[src/rtl/fabric_access_pkg.sv]
// Shared constants for the indirect register read path and flow control resolver
package fabric_access_pkg;
	localparam int NUM_PORTS = 3;
	localparam int IDX_W     = 16;
	// Indirect command word layout
	localparam int BIT_PENDING   = 31;
	localparam int BIT_READ      = 30;
	localparam int BIT_STEP_UP   = 29;
	localparam int BIT_STEP_DOWN = 28;
	localparam int IDX_LSB       = 0;
	// Host-side AXI4-Lite register offsets
	localparam logic [3:0] OFF_CMD    = 4'h0;
	localparam logic [3:0] OFF_DATA   = 4'h4;
	localparam logic [3:0] OFF_STATUS = 4'h8;
	localparam logic [1:0] RESP_OKAY   = 2'h0;
	localparam logic [1:0] RESP_SLVERR = 2'h2;
	// Cycles the fabric needs to fetch one register
	localparam logic [3:0] FETCH_CYCLES = 4'h4;
	localparam logic [31:0] WORD_ZERO   = 32'h0000_0000;

	typedef enum logic [1:0] {
		ST_IDLE  = 2'b00,
		ST_FETCH = 2'b01,
		ST_DONE  = 2'b11
	} fetch_state_t;

	// Per-port flow control inputs
	typedef struct packed {
		logic full_duplex;
		logic an_enable;
		logic an_complete;
		logic partner_an_able;
		logic override_select;
		logic backpressure_enable;
		logic manual_tx_pause;
		logic manual_rx_pause;
		logic local_pause;
		logic local_asym;
		logic partner_pause;
		logic partner_asym;
	} port_flow_t;
endpackage

[src/rtl/fabric_access_if.sv]
// Interface joining the host controller and the indirect access device
`timescale 1ns/1ps
interface fabric_access_if;
	logic        cmd_wr;
	logic [31:0] cmd_wdata;
	logic        data_rd;
	logic [31:0] cmd_rdata;
	logic [31:0] data_rdata;

	modport device (
		input  cmd_wr,
		input  cmd_wdata,
		input  data_rd,
		output cmd_rdata,
		output data_rdata
	);
	modport host (
		output cmd_wr,
		output cmd_wdata,
		output data_rd,
		input  cmd_rdata,
		input  data_rdata
	);
endinterface

[src/rtl/flow_enable_resolve.sv]
// Per-port flow control enable resolver
`timescale 1ns/1ps
module flow_enable_resolve (
	input  wire logic                          clk_sys,
	input  wire logic                          resetn,
	input  wire fabric_access_pkg::port_flow_t cfg,
	output logic                               rx_enable,
	output logic                               tx_enable
);
	logic next_rx;
	logic next_tx;

	always_comb begin
		next_rx = 1'b0;
		next_tx = 1'b0;
		if (!cfg.full_duplex) begin
			// Half duplex ignores negotiation state entirely
			next_tx = cfg.backpressure_enable;
		end else if (cfg.override_select || !cfg.an_enable) begin
			next_rx = cfg.manual_rx_pause;
			next_tx = cfg.manual_tx_pause;
		end else if (!cfg.an_complete || !cfg.partner_an_able) begin
			// Still negotiating, or a partner unable to negotiate: both enables stay at zero
			next_rx = 1'b0;
			next_tx = 1'b0;
		end else if (cfg.local_pause && cfg.partner_pause) begin
			next_rx = 1'b1;
			next_tx = 1'b1;
		end else if (!cfg.local_pause && cfg.local_asym && cfg.partner_pause
				&& cfg.partner_asym) begin
			next_tx = 1'b1;
		end else if (cfg.local_pause && cfg.local_asym && !cfg.partner_pause
				&& cfg.partner_asym) begin
			next_rx = 1'b1;
		end
		// Remaining negotiated combinations keep both at zero
	end

	always_ff @(posedge clk_sys or negedge resetn) begin
		if (!resetn) begin
			rx_enable <= 1'b0;
			tx_enable <= 1'b0;
		end else begin
			rx_enable <= next_rx;
			tx_enable <= next_tx;
		end
	end
endmodule

[src/rtl/fabric_access_device.sv]
// Device end: indirect register read engine and per-port flow control enables
`timescale 1ns/1ps
//////////////////////////////////////////////////////////////////////////////
module fabric_access_device (
	input  wire logic                           clk_sys,
	input  wire logic                           resetn,
	fabric_access_if.device                     bus,
	// Fabric register space fetch port
	output logic                                fetch_req,
	output logic [fabric_access_pkg::IDX_W-1:0] fetch_index,
	input  wire logic [31:0]                    fetch_data,
	// Per-port link and manual flow settings; port 0 is the virtual port
	input  wire fabric_access_pkg::port_flow_t  port_cfg [fabric_access_pkg::NUM_PORTS],
	output logic [fabric_access_pkg::NUM_PORTS-1:0] rx_flow_enable,
	output logic [fabric_access_pkg::NUM_PORTS-1:0] tx_flow_enable
);
	fabric_access_pkg::fetch_state_t state;
	logic                            pending;
	logic                            step_up;
	logic                            step_down;
	logic                            read_not_write;
	logic [fabric_access_pkg::IDX_W-1:0] target_index;
	logic [31:0]                     indirect_data_reg;
	logic [3:0]                      wait_count;
	logic                            start_cmd;
	logic                            start_step;
	logic                            cmd_accept;
	logic                            fetch_last;
	logic                            launch;

	//////////////////////////////////////////////////////////////////////////
	// Command decode

	// Writes while a fetch runs are dropped so the running index stays stable
	assign cmd_accept = bus.cmd_wr && !pending;
	assign start_cmd  = cmd_accept && bus.cmd_wdata[fabric_access_pkg::BIT_PENDING]
		&& bus.cmd_wdata[fabric_access_pkg::BIT_READ];
	assign start_step = bus.data_rd && !pending && (step_up || step_down);
	// A new fetch may only begin from idle
	assign launch     = (state == fabric_access_pkg::ST_IDLE) && (start_cmd || start_step);
	// Last fetch cycle: the fabric word is valid and gets captured
	assign fetch_last = (state == fabric_access_pkg::ST_FETCH) && (wait_count == 4'h1);

	always_ff @(posedge clk_sys or negedge resetn) begin
		if (!resetn) begin
			step_up   <= 1'b0;
			step_down <= 1'b0;
		end else if (cmd_accept) begin
			// Clearing step bits here is how the host stops the last refetch
			step_up   <= bus.cmd_wdata[fabric_access_pkg::BIT_STEP_UP];
			step_down <= bus.cmd_wdata[fabric_access_pkg::BIT_STEP_DOWN];
		end
	end

	// Direction is only stored; write cycles are not carried out here
	always_ff @(posedge clk_sys or negedge resetn) begin
		if (!resetn) begin
			read_not_write <= 1'b0;
		end else if (cmd_accept) begin
			read_not_write <= bus.cmd_wdata[fabric_access_pkg::BIT_READ];
		end
	end

	always_ff @(posedge clk_sys or negedge resetn) begin
		if (!resetn) begin
			target_index <= '0;
		end else if (cmd_accept) begin
			target_index <= bus.cmd_wdata[fabric_access_pkg::IDX_LSB +: fabric_access_pkg::IDX_W];
		end else if (start_step) begin
			// Step up wins if software sets both
			target_index <= step_up ? target_index + 16'h0001
				: target_index - 16'h0001;
		end
	end

	//////////////////////////////////////////////////////////////////////////
	// Fetch sequencer

	always_ff @(posedge clk_sys or negedge resetn) begin
		if (!resetn) begin
			state <= fabric_access_pkg::ST_IDLE;
		end else begin
			unique case (state)
				fabric_access_pkg::ST_IDLE: begin
					if (start_cmd || start_step) begin
						state <= fabric_access_pkg::ST_FETCH;
					end
				end
				fabric_access_pkg::ST_FETCH: begin
					if (wait_count == 4'h1) begin
						state <= fabric_access_pkg::ST_DONE;
					end
				end
				fabric_access_pkg::ST_DONE: begin
					// Data register was loaded on the previous edge
					state <= fabric_access_pkg::ST_IDLE;
				end
				default: begin
					// The one unused code recovers to idle
					state <= fabric_access_pkg::ST_IDLE;
				end
			endcase
		end
	end

	// Pending stays up one cycle past the capture so the data word has settled
	always_ff @(posedge clk_sys or negedge resetn) begin
		if (!resetn) begin
			pending <= 1'b0;
		end else if (launch) begin
			pending <= 1'b1;
		end else if (state != fabric_access_pkg::ST_IDLE
				&& state != fabric_access_pkg::ST_FETCH) begin
			pending <= 1'b0;
		end
	end

	// Counter is only meaningful in the fetch state
	always_ff @(posedge clk_sys or negedge resetn) begin
		if (!resetn) begin
			wait_count <= 4'h0;
		end else if (launch) begin
			wait_count <= fabric_access_pkg::FETCH_CYCLES;
		end else if (state == fabric_access_pkg::ST_FETCH) begin
			wait_count <= wait_count - 4'h1;
		end
	end

	always_ff @(posedge clk_sys or negedge resetn) begin
		if (!resetn) begin
			indirect_data_reg <= fabric_access_pkg::WORD_ZERO;
		end else if (fetch_last) begin
			indirect_data_reg <= fetch_data;
		end
	end

	// The fabric sees a steady index for the whole request
	assign fetch_req   = (state == fabric_access_pkg::ST_FETCH);
	assign fetch_index = target_index;

	// Command read-back; unused bits read as zero
	always_comb begin
		bus.cmd_rdata = fabric_access_pkg::WORD_ZERO;
		bus.cmd_rdata[fabric_access_pkg::BIT_PENDING]   = pending;
		bus.cmd_rdata[fabric_access_pkg::BIT_READ]      = read_not_write;
		bus.cmd_rdata[fabric_access_pkg::BIT_STEP_UP]   = step_up;
		bus.cmd_rdata[fabric_access_pkg::BIT_STEP_DOWN] = step_down;
		bus.cmd_rdata[fabric_access_pkg::IDX_LSB +: fabric_access_pkg::IDX_W] = target_index;
	end
	assign bus.data_rdata = indirect_data_reg;

	//////////////////////////////////////////////////////////////////////////
	// Flow control enables

	// Resolver reads copies only; advertisement sources are never written
	genvar p;
	generate
		for (p = 0; p < fabric_access_pkg::NUM_PORTS; p++) begin : g_port
			fabric_access_pkg::port_flow_t eff;
			always_comb begin
				eff = port_cfg[p];
				if (p == 0) begin
					// Virtual port registers are seen from the far side
					eff.local_pause   = port_cfg[p].partner_pause;
					eff.local_asym    = port_cfg[p].partner_asym;
					eff.partner_pause = port_cfg[p].local_pause;
					eff.partner_asym  = port_cfg[p].local_asym;
				end
			end
			flow_enable_resolve u_resolve (
				.clk_sys   (clk_sys),
				.resetn    (resetn),
				.cfg       (eff),
				.rx_enable (rx_flow_enable[p]),
				.tx_enable (tx_flow_enable[p])
			);
		end
	endgenerate
endmodule

[src/flat_wrapper.sv]
// flat-port wrapper written by rule: the top's interface ports become plain ports
module fabric_access_device_flat 
  (clk_sys, resetn, fetch_req, fetch_index, fetch_data, port_cfg, rx_flow_enable, tx_flow_enable, bus_cmd_wr, bus_cmd_wdata, bus_data_rd, bus_cmd_rdata, bus_data_rdata);
  fabric_access_if bus_i ();
  input  wire logic clk_sys;
  input  wire logic resetn;
  output logic fetch_req;
  output logic [fabric_access_pkg::IDX_W-1:0] fetch_index;
  input  wire logic [31:0] fetch_data;
  input  wire fabric_access_pkg::port_flow_t port_cfg[fabric_access_pkg::NUM_PORTS];
  output logic [fabric_access_pkg::NUM_PORTS-1:0] rx_flow_enable;
  output logic [fabric_access_pkg::NUM_PORTS-1:0] tx_flow_enable;
  input wire logic [$bits(bus_i.cmd_wr)-1:0] bus_cmd_wr;
  input wire logic [$bits(bus_i.cmd_wdata)-1:0] bus_cmd_wdata;
  input wire logic [$bits(bus_i.data_rd)-1:0] bus_data_rd;
  output wire logic [$bits(bus_i.cmd_rdata)-1:0] bus_cmd_rdata;
  output wire logic [$bits(bus_i.data_rdata)-1:0] bus_data_rdata;
  assign bus_i.cmd_wr = bus_cmd_wr;
  assign bus_i.cmd_wdata = bus_cmd_wdata;
  assign bus_i.data_rd = bus_data_rd;
  assign bus_cmd_rdata = bus_i.cmd_rdata;
  assign bus_data_rdata = bus_i.data_rdata;
  fabric_access_device u_core (.clk_sys(clk_sys), .resetn(resetn), .bus(bus_i), .fetch_req(fetch_req), .fetch_index(fetch_index), .fetch_data(fetch_data), .port_cfg(port_cfg), .rx_flow_enable(rx_flow_enable), .tx_flow_enable(tx_flow_enable));
endmodule
[config.mk]
export PLATFORM = sky130hd
export DESIGN_NAME = fabric_access_device_flat
export DESIGN_NICKNAME = d
export VERILOG_FILES = /design/src/rtl/fabric_access_pkg.sv /design/src/rtl/fabric_access_if.sv /design/src/rtl/flow_enable_resolve.sv /design/src/rtl/fabric_access_device.sv /design/src/flat_wrapper.sv
export SDC_FILE = /design/constraint.sdc
export NUM_CORES = 1
export LEC_CHECK = 0
export ABC_AREA = 1
export BUFFER_PORTS_ARGS = -buffer_cell sky130_fd_sc_hd__buf_2
export CORE_MARGIN = 2
export CORE_UTILIZATION = 47
export DETAILED_ROUTE_END_ITERATION = 10
export PLACE_DENSITY = 0.88
export SLEW_MARGIN = 10
export SYNTH_ARGS = -nofsm -noshare
export SYNTH_HDL_FRONTEND = slang
export SYNTH_SLANG_ARGS = --single-unit
[constraint.sdc]
create_clock -name clk_sys -period 2.6 [get_ports clk_sys]
set_input_delay 0.39 -clock clk_sys [delete_from_list [all_inputs] [get_ports clk_sys]]
set_output_delay 0.39 -clock clk_sys [all_outputs]
set_load 0.02 [all_outputs]
# Yosys cells after proc, flatten, opt, wreduce, memory -nomap -nowiden
# Index checks and enable logic that the tools add are counted.
[classes]
eq_ne = 5
add_sub_neg = 3
reduce_logical = 59
muxes = 43
[ops]
columns = ["cell", "n"]
rows = [
  ["$mux 16", 3],
  ["$mux 1", 35],
  ["$logic_and 1x1->1", 29],
  ["$add 16x1->16 const B", 1],
  ["$logic_not 1->1", 16],
  ["$sub 16x1->16 const B", 1],
  ["$logic_or 1x1->1", 8],
  ["$mux 4", 2],
  ["$reduce_bool 2->1", 4],
  ["$eq 4x1->1 const B", 1],
  ["$mux 2", 2],
  ["$ne 2x1->1 const B", 2],
  ["$pmux 2 s2", 1],
  ["$sub 4x1->4 const B", 1],
  ["$eq 2x1->1 const B", 1],
  ["$logic_not 2->1", 1],
  ["$ne 2x2->1 const B", 1],
  ["$reduce_and 2->1", 1],
]
[totals]
word_cells = 124
regBits = 64
inputBits = 104
out_inout_bits = 87

# Longest topological paths before layout
[logic_depth]
depth_word = 9
ltp_mapped = 12
depth_no_buf = 12

# Modules after synthesis
# Synthesis repeated with hierarchy kept, for this count alone.
[unflattened]
cells_unflattened = 562
hier_area_um2 = 3978.8
[by_module_without_submodules]
columns = ["module", "cells_each", "n_inst", "area_per_inst_um2"]
rows = [
  ["fabric_access_device", 502, 1, 3580.9],
  ["flow_enable_resolve", 20, 3, 132.6],
]

# Least setup slack after synthesis
# OpenSTA, ideal clock, no wires.
[synth_timing]
path_type = "register to register"
startpoint = "reg u_core.step_up"
endpoint = "reg u_core.target_index, in the netlist u_core.fetch_index[15]"
setup_slack_ps = 725
path_buffers = 0
stages_incl_launch_ff = 12
t_arrival_ps = 1758
t_required_ps = 2484
period_less_slack_ps = 1875
cell_sequence = "dfrtp_1 inv_1 ha_1 or2_4 nand3_1 nand2_1 nand2_1 nand2_1 nand2_1 nand3_1 nand2_1 nand2_1"
[synth_via]
elab_chain_len = 3
[synth_rtl]
columns = ["item", "line", "rtl"]
rows = [
  ["from (decl)", "fabric_access_device.sv:19", "logic step_up;"],
  ["from (signal assigned)", "fabric_access_device.sv:50", "step_up <= bus.cmd_wdata[fabric_access_pkg::BIT_STEP_UP];"],
  ["$mux 16 / $logic_or 1x1->1 (equally long branches)", "fabric_access_device.sv:71, fabric_access_device.sv:38", ""],
  ["$mux 16 / $logic_and 1x1->1 (equally long branches)", "fabric_access_device.sv:69, fabric_access_device.sv:38", ""],
  ["$mux 16 / $reduce_bool 2->1 (equally long branches)", "-", ""],
  ["to (signal assigned)", "fabric_access_device.sv:68", "target_index <= bus.cmd_wdata[fabric_access_pkg::IDX_LSB +: fabric_access_pkg::IDX_W];"],
  ["to (signal assigned)", "fabric_access_device.sv:71", "target_index <= step_up ? target_index + 16'h0001"],
  ["to (decl)", "fabric_access_device.sv:22", "logic [fabric_access_pkg::IDX_W-1:0] target_index;"],
]
# Several ways; a longest one is shown, not always the timed one. The select of a mux whose other input is x is not followed.
# A chain may end at the register's enable or synchronous reset.

# Final worst setup path
[layout_timing]
startpoint = "reg u_core.step_up"
endpoint = "reg u_core.target_index, in the netlist u_core.fetch_index[11]"
# Same word-level chain as after synthesis.

==> metrics.cfg <==
[run_status]
outcome=finished, final reports clean

[synthesis]
syn_inst=556
yosys_register_bits=64
avgSynthCellArea_um2=7.13
syn_area_um2=3970
yosysTopAreaCell=dfrtp_1
synth_area_leaders=dfrtp_1, nand2_1, buf_4
ys.warnings.count=0
yosysTopAreaCellShare_pct=40.4
ys_types=29
seq_area_frac_synth_pct=40.4

[clocking]
clock_latency_ps=340
htree_levels=3
cts_resized=0
cts_tree=built
cts_buffers=9
clock_tree.root_cell=clkbuf_8
clock_sinks=64
clk_path_buf_depth=2
cts_hold_buf=0
clk_pin_slew_ps=80
postCtsSetupBuffers=0

[critical_path]
r2r.worst_path.cells=11
required_ps=2830
path_class=flop to flop
start_kind=flop
cp-end-kind=flop
critical_path.max_fanout=15
arrival_ps=2540
rrSetupSlack_ps=290

[final_layout]
fillers=768
drive_gt1_share_pct=27.2
antenna_cells=0
layout.nets=818
syn_to_final_growth_pct=22.4

[sta]
maxClockFrequency_ghz=0.433
fin_setup_tns_ps=0
worst_slew_pin_slew_ps=688
rsz0062_at_grt=false
maxSlewHeadroom_pct=54.1
drv_slew=0
hold_violations=0
skew_ps=9.48
finalCritPeriodShare_pct=88.9
final-setup-viol-count=0
fin_crit_ps=2310

[die]
start_util_pct=48.3
rows=33
die_w_um=95.9
die_h_um=95.9
die_area_um2=9190
core-area_um2=8220
boundaryPins=191

[routing]
drt_iter0_markers=132
drc_errors=0
first_pass_iters=6
avgRoutedWirePerCell_um=11.8
num_vias=3863
ant_nets=0
vias_per_cell=4.79
wl_mm=9.55

[power_and_ir_drop]
p_per_area_nw_per_um2=1470
power_uw=7140
leakage_uw=0.00296
vdd_ir_drop_max_mv=0.629

[grt]
grt_first_pass_wirelength_mm=15.8
overflow=0
track_usage_pct=21.8
antenna_found_initial=0
grt_pass1_vias=3642
grt_max_degree=36

[place]
io_buffers=166
dp_hpwl_mm=7.22
gp_congestion=0.871

[run]
cap_violations=0

[worst_hold_path]
hp-class=input pin to async pin

[Yosys cell counts, drive strengths merged]
cell type and number:
nand3b 1, fa 1, o211ai 8, nor3 4
o22ai 1, clkbuf 2, buf 49, dfrtp 64
o2111ai 3, or2 2, o21ai 18, nor2 39
inv 64, a31oi 3, a21oi 12, nand3 27
nand2 234, xor2 3, xnor2 2, ha 16
nand4 2, conb 1
[sequential cells by signal, summed over array words and instances (netlist names)]
name,count
u_core.wait_count,4
u_core.state,2
u_core.bus.data_rdata,32
u_core.read_not_write,1
u_core.step_up,1
u_core.pending,1
u_core.g_port.u_resolve.tx_enable,3
u_core.fetch_index,16
u_core.g_port.u_resolve.rx_enable,3
u_core.step_down,1
[logic make-up (layout without fill, tap and decap cells)]
family,count (synthesis),in the layout,synth area share (%)
simple gates,309,309,31.0
flops,64,64,40.4
other cells,1,12,0.0946
compound gates,45,45,6.60
buf+inv,115,250,15.2
fa+ha+maj,17,17,5.55
xor+xnor,5,5,1.10
[final timing paths]
path,to,start
worst max-delay path,u_core.fetch_index[11],u_core.step_up
worst min-delay path,u_core.fetch_index[10],resetn
worst max register to register,u_core.fetch_index[11],u_core.step_up
worst min register to register,u_core.bus.data_rdata[5],u_core.bus.data_rdata[5]
max in group asynchronous,u_core.bus.data_rdata[25],resetn
min in group clk_sys,u_core.bus.data_rdata[5],fetch_data[5]
[cells in the final DEF, fill, tap and decap left out, types with 2 or more instances in the layout]
cell type,synthesis,layout
nor3_1,4,4
xnor2_1,2,2
inv_1,63,63
a21oi_1,12,12
dfrtp_1,64,64
o2111ai_1,3,3
nand4_1,2,2
conb_1,1,12
xor2_1,3,3
buf_2,6,166
nand3_1,26,26
buf_4,42,3
o211ai_1,8,8
clkinvlp_4,0,2
a31oi_1,3,3
clkbuf_8,0,10
o21ai_0,18,18
ha_1,16,16
nand2_1,233,233
nor2_1,38,38
[per-layer routing]
layer  vias to the layer above  GRT usage (%)  part of all wire, %
met3                        17           6.34                  7.8
met4                         0           6.31                  1.5
met5                         -              0                    0
li1                       1954              -                    -
met2                       157           38.5                   49
met1                      1735           25.6                   42
[through the flow]
step                worst slack, ps  utilization (%)  instance area (um2)  hold slack, ps  instances
floorplan                       725                -                 4010            94.4        567
global placement                362             56.6                 4650             451        791
detailed placement              294             56.6                 4650             458        791
global route                   24.1             59.1                 4850             137        807
finish                          288             59.1                 4850            80.4        807
CTS                             276             59.1                 4850            89.0        807
[worst max-delay path, stage by stage, from the launching register on]
cell and delay [ps]:
dfrtp_1 480, inv_1 440, ha_1 390, or2_4 260, nand3_1 110, nand2_1 120
nand2_1 110, nand2_1 50, nand2_1 50, nand3_1 70, nand2_1 70, nand2_1 50
[where the power goes]
part / leakage, uW / switching (uW) / internal, uW
Combinational: 0.00209 / 2870 / 1550
Clock: 0.0000989 / 434 / 473
Sequential: 0.000778 / 338 / 1460
Total: 0.00296 / 3650 / 3490
[layout make-up]
class                      instances  area (um2)  area share [%]
inverter                          64         240            4.95
clock inverter                     6        67.6            1.39
timing repair buffer             170         873            18.0
clock buffer                      10         138            2.84
multi-input combinational        388        1800            37.1
sequential                        64        1600            33.0
tap                              105         131            2.71
Note: power is estimated with default switching activity, not from simulation.
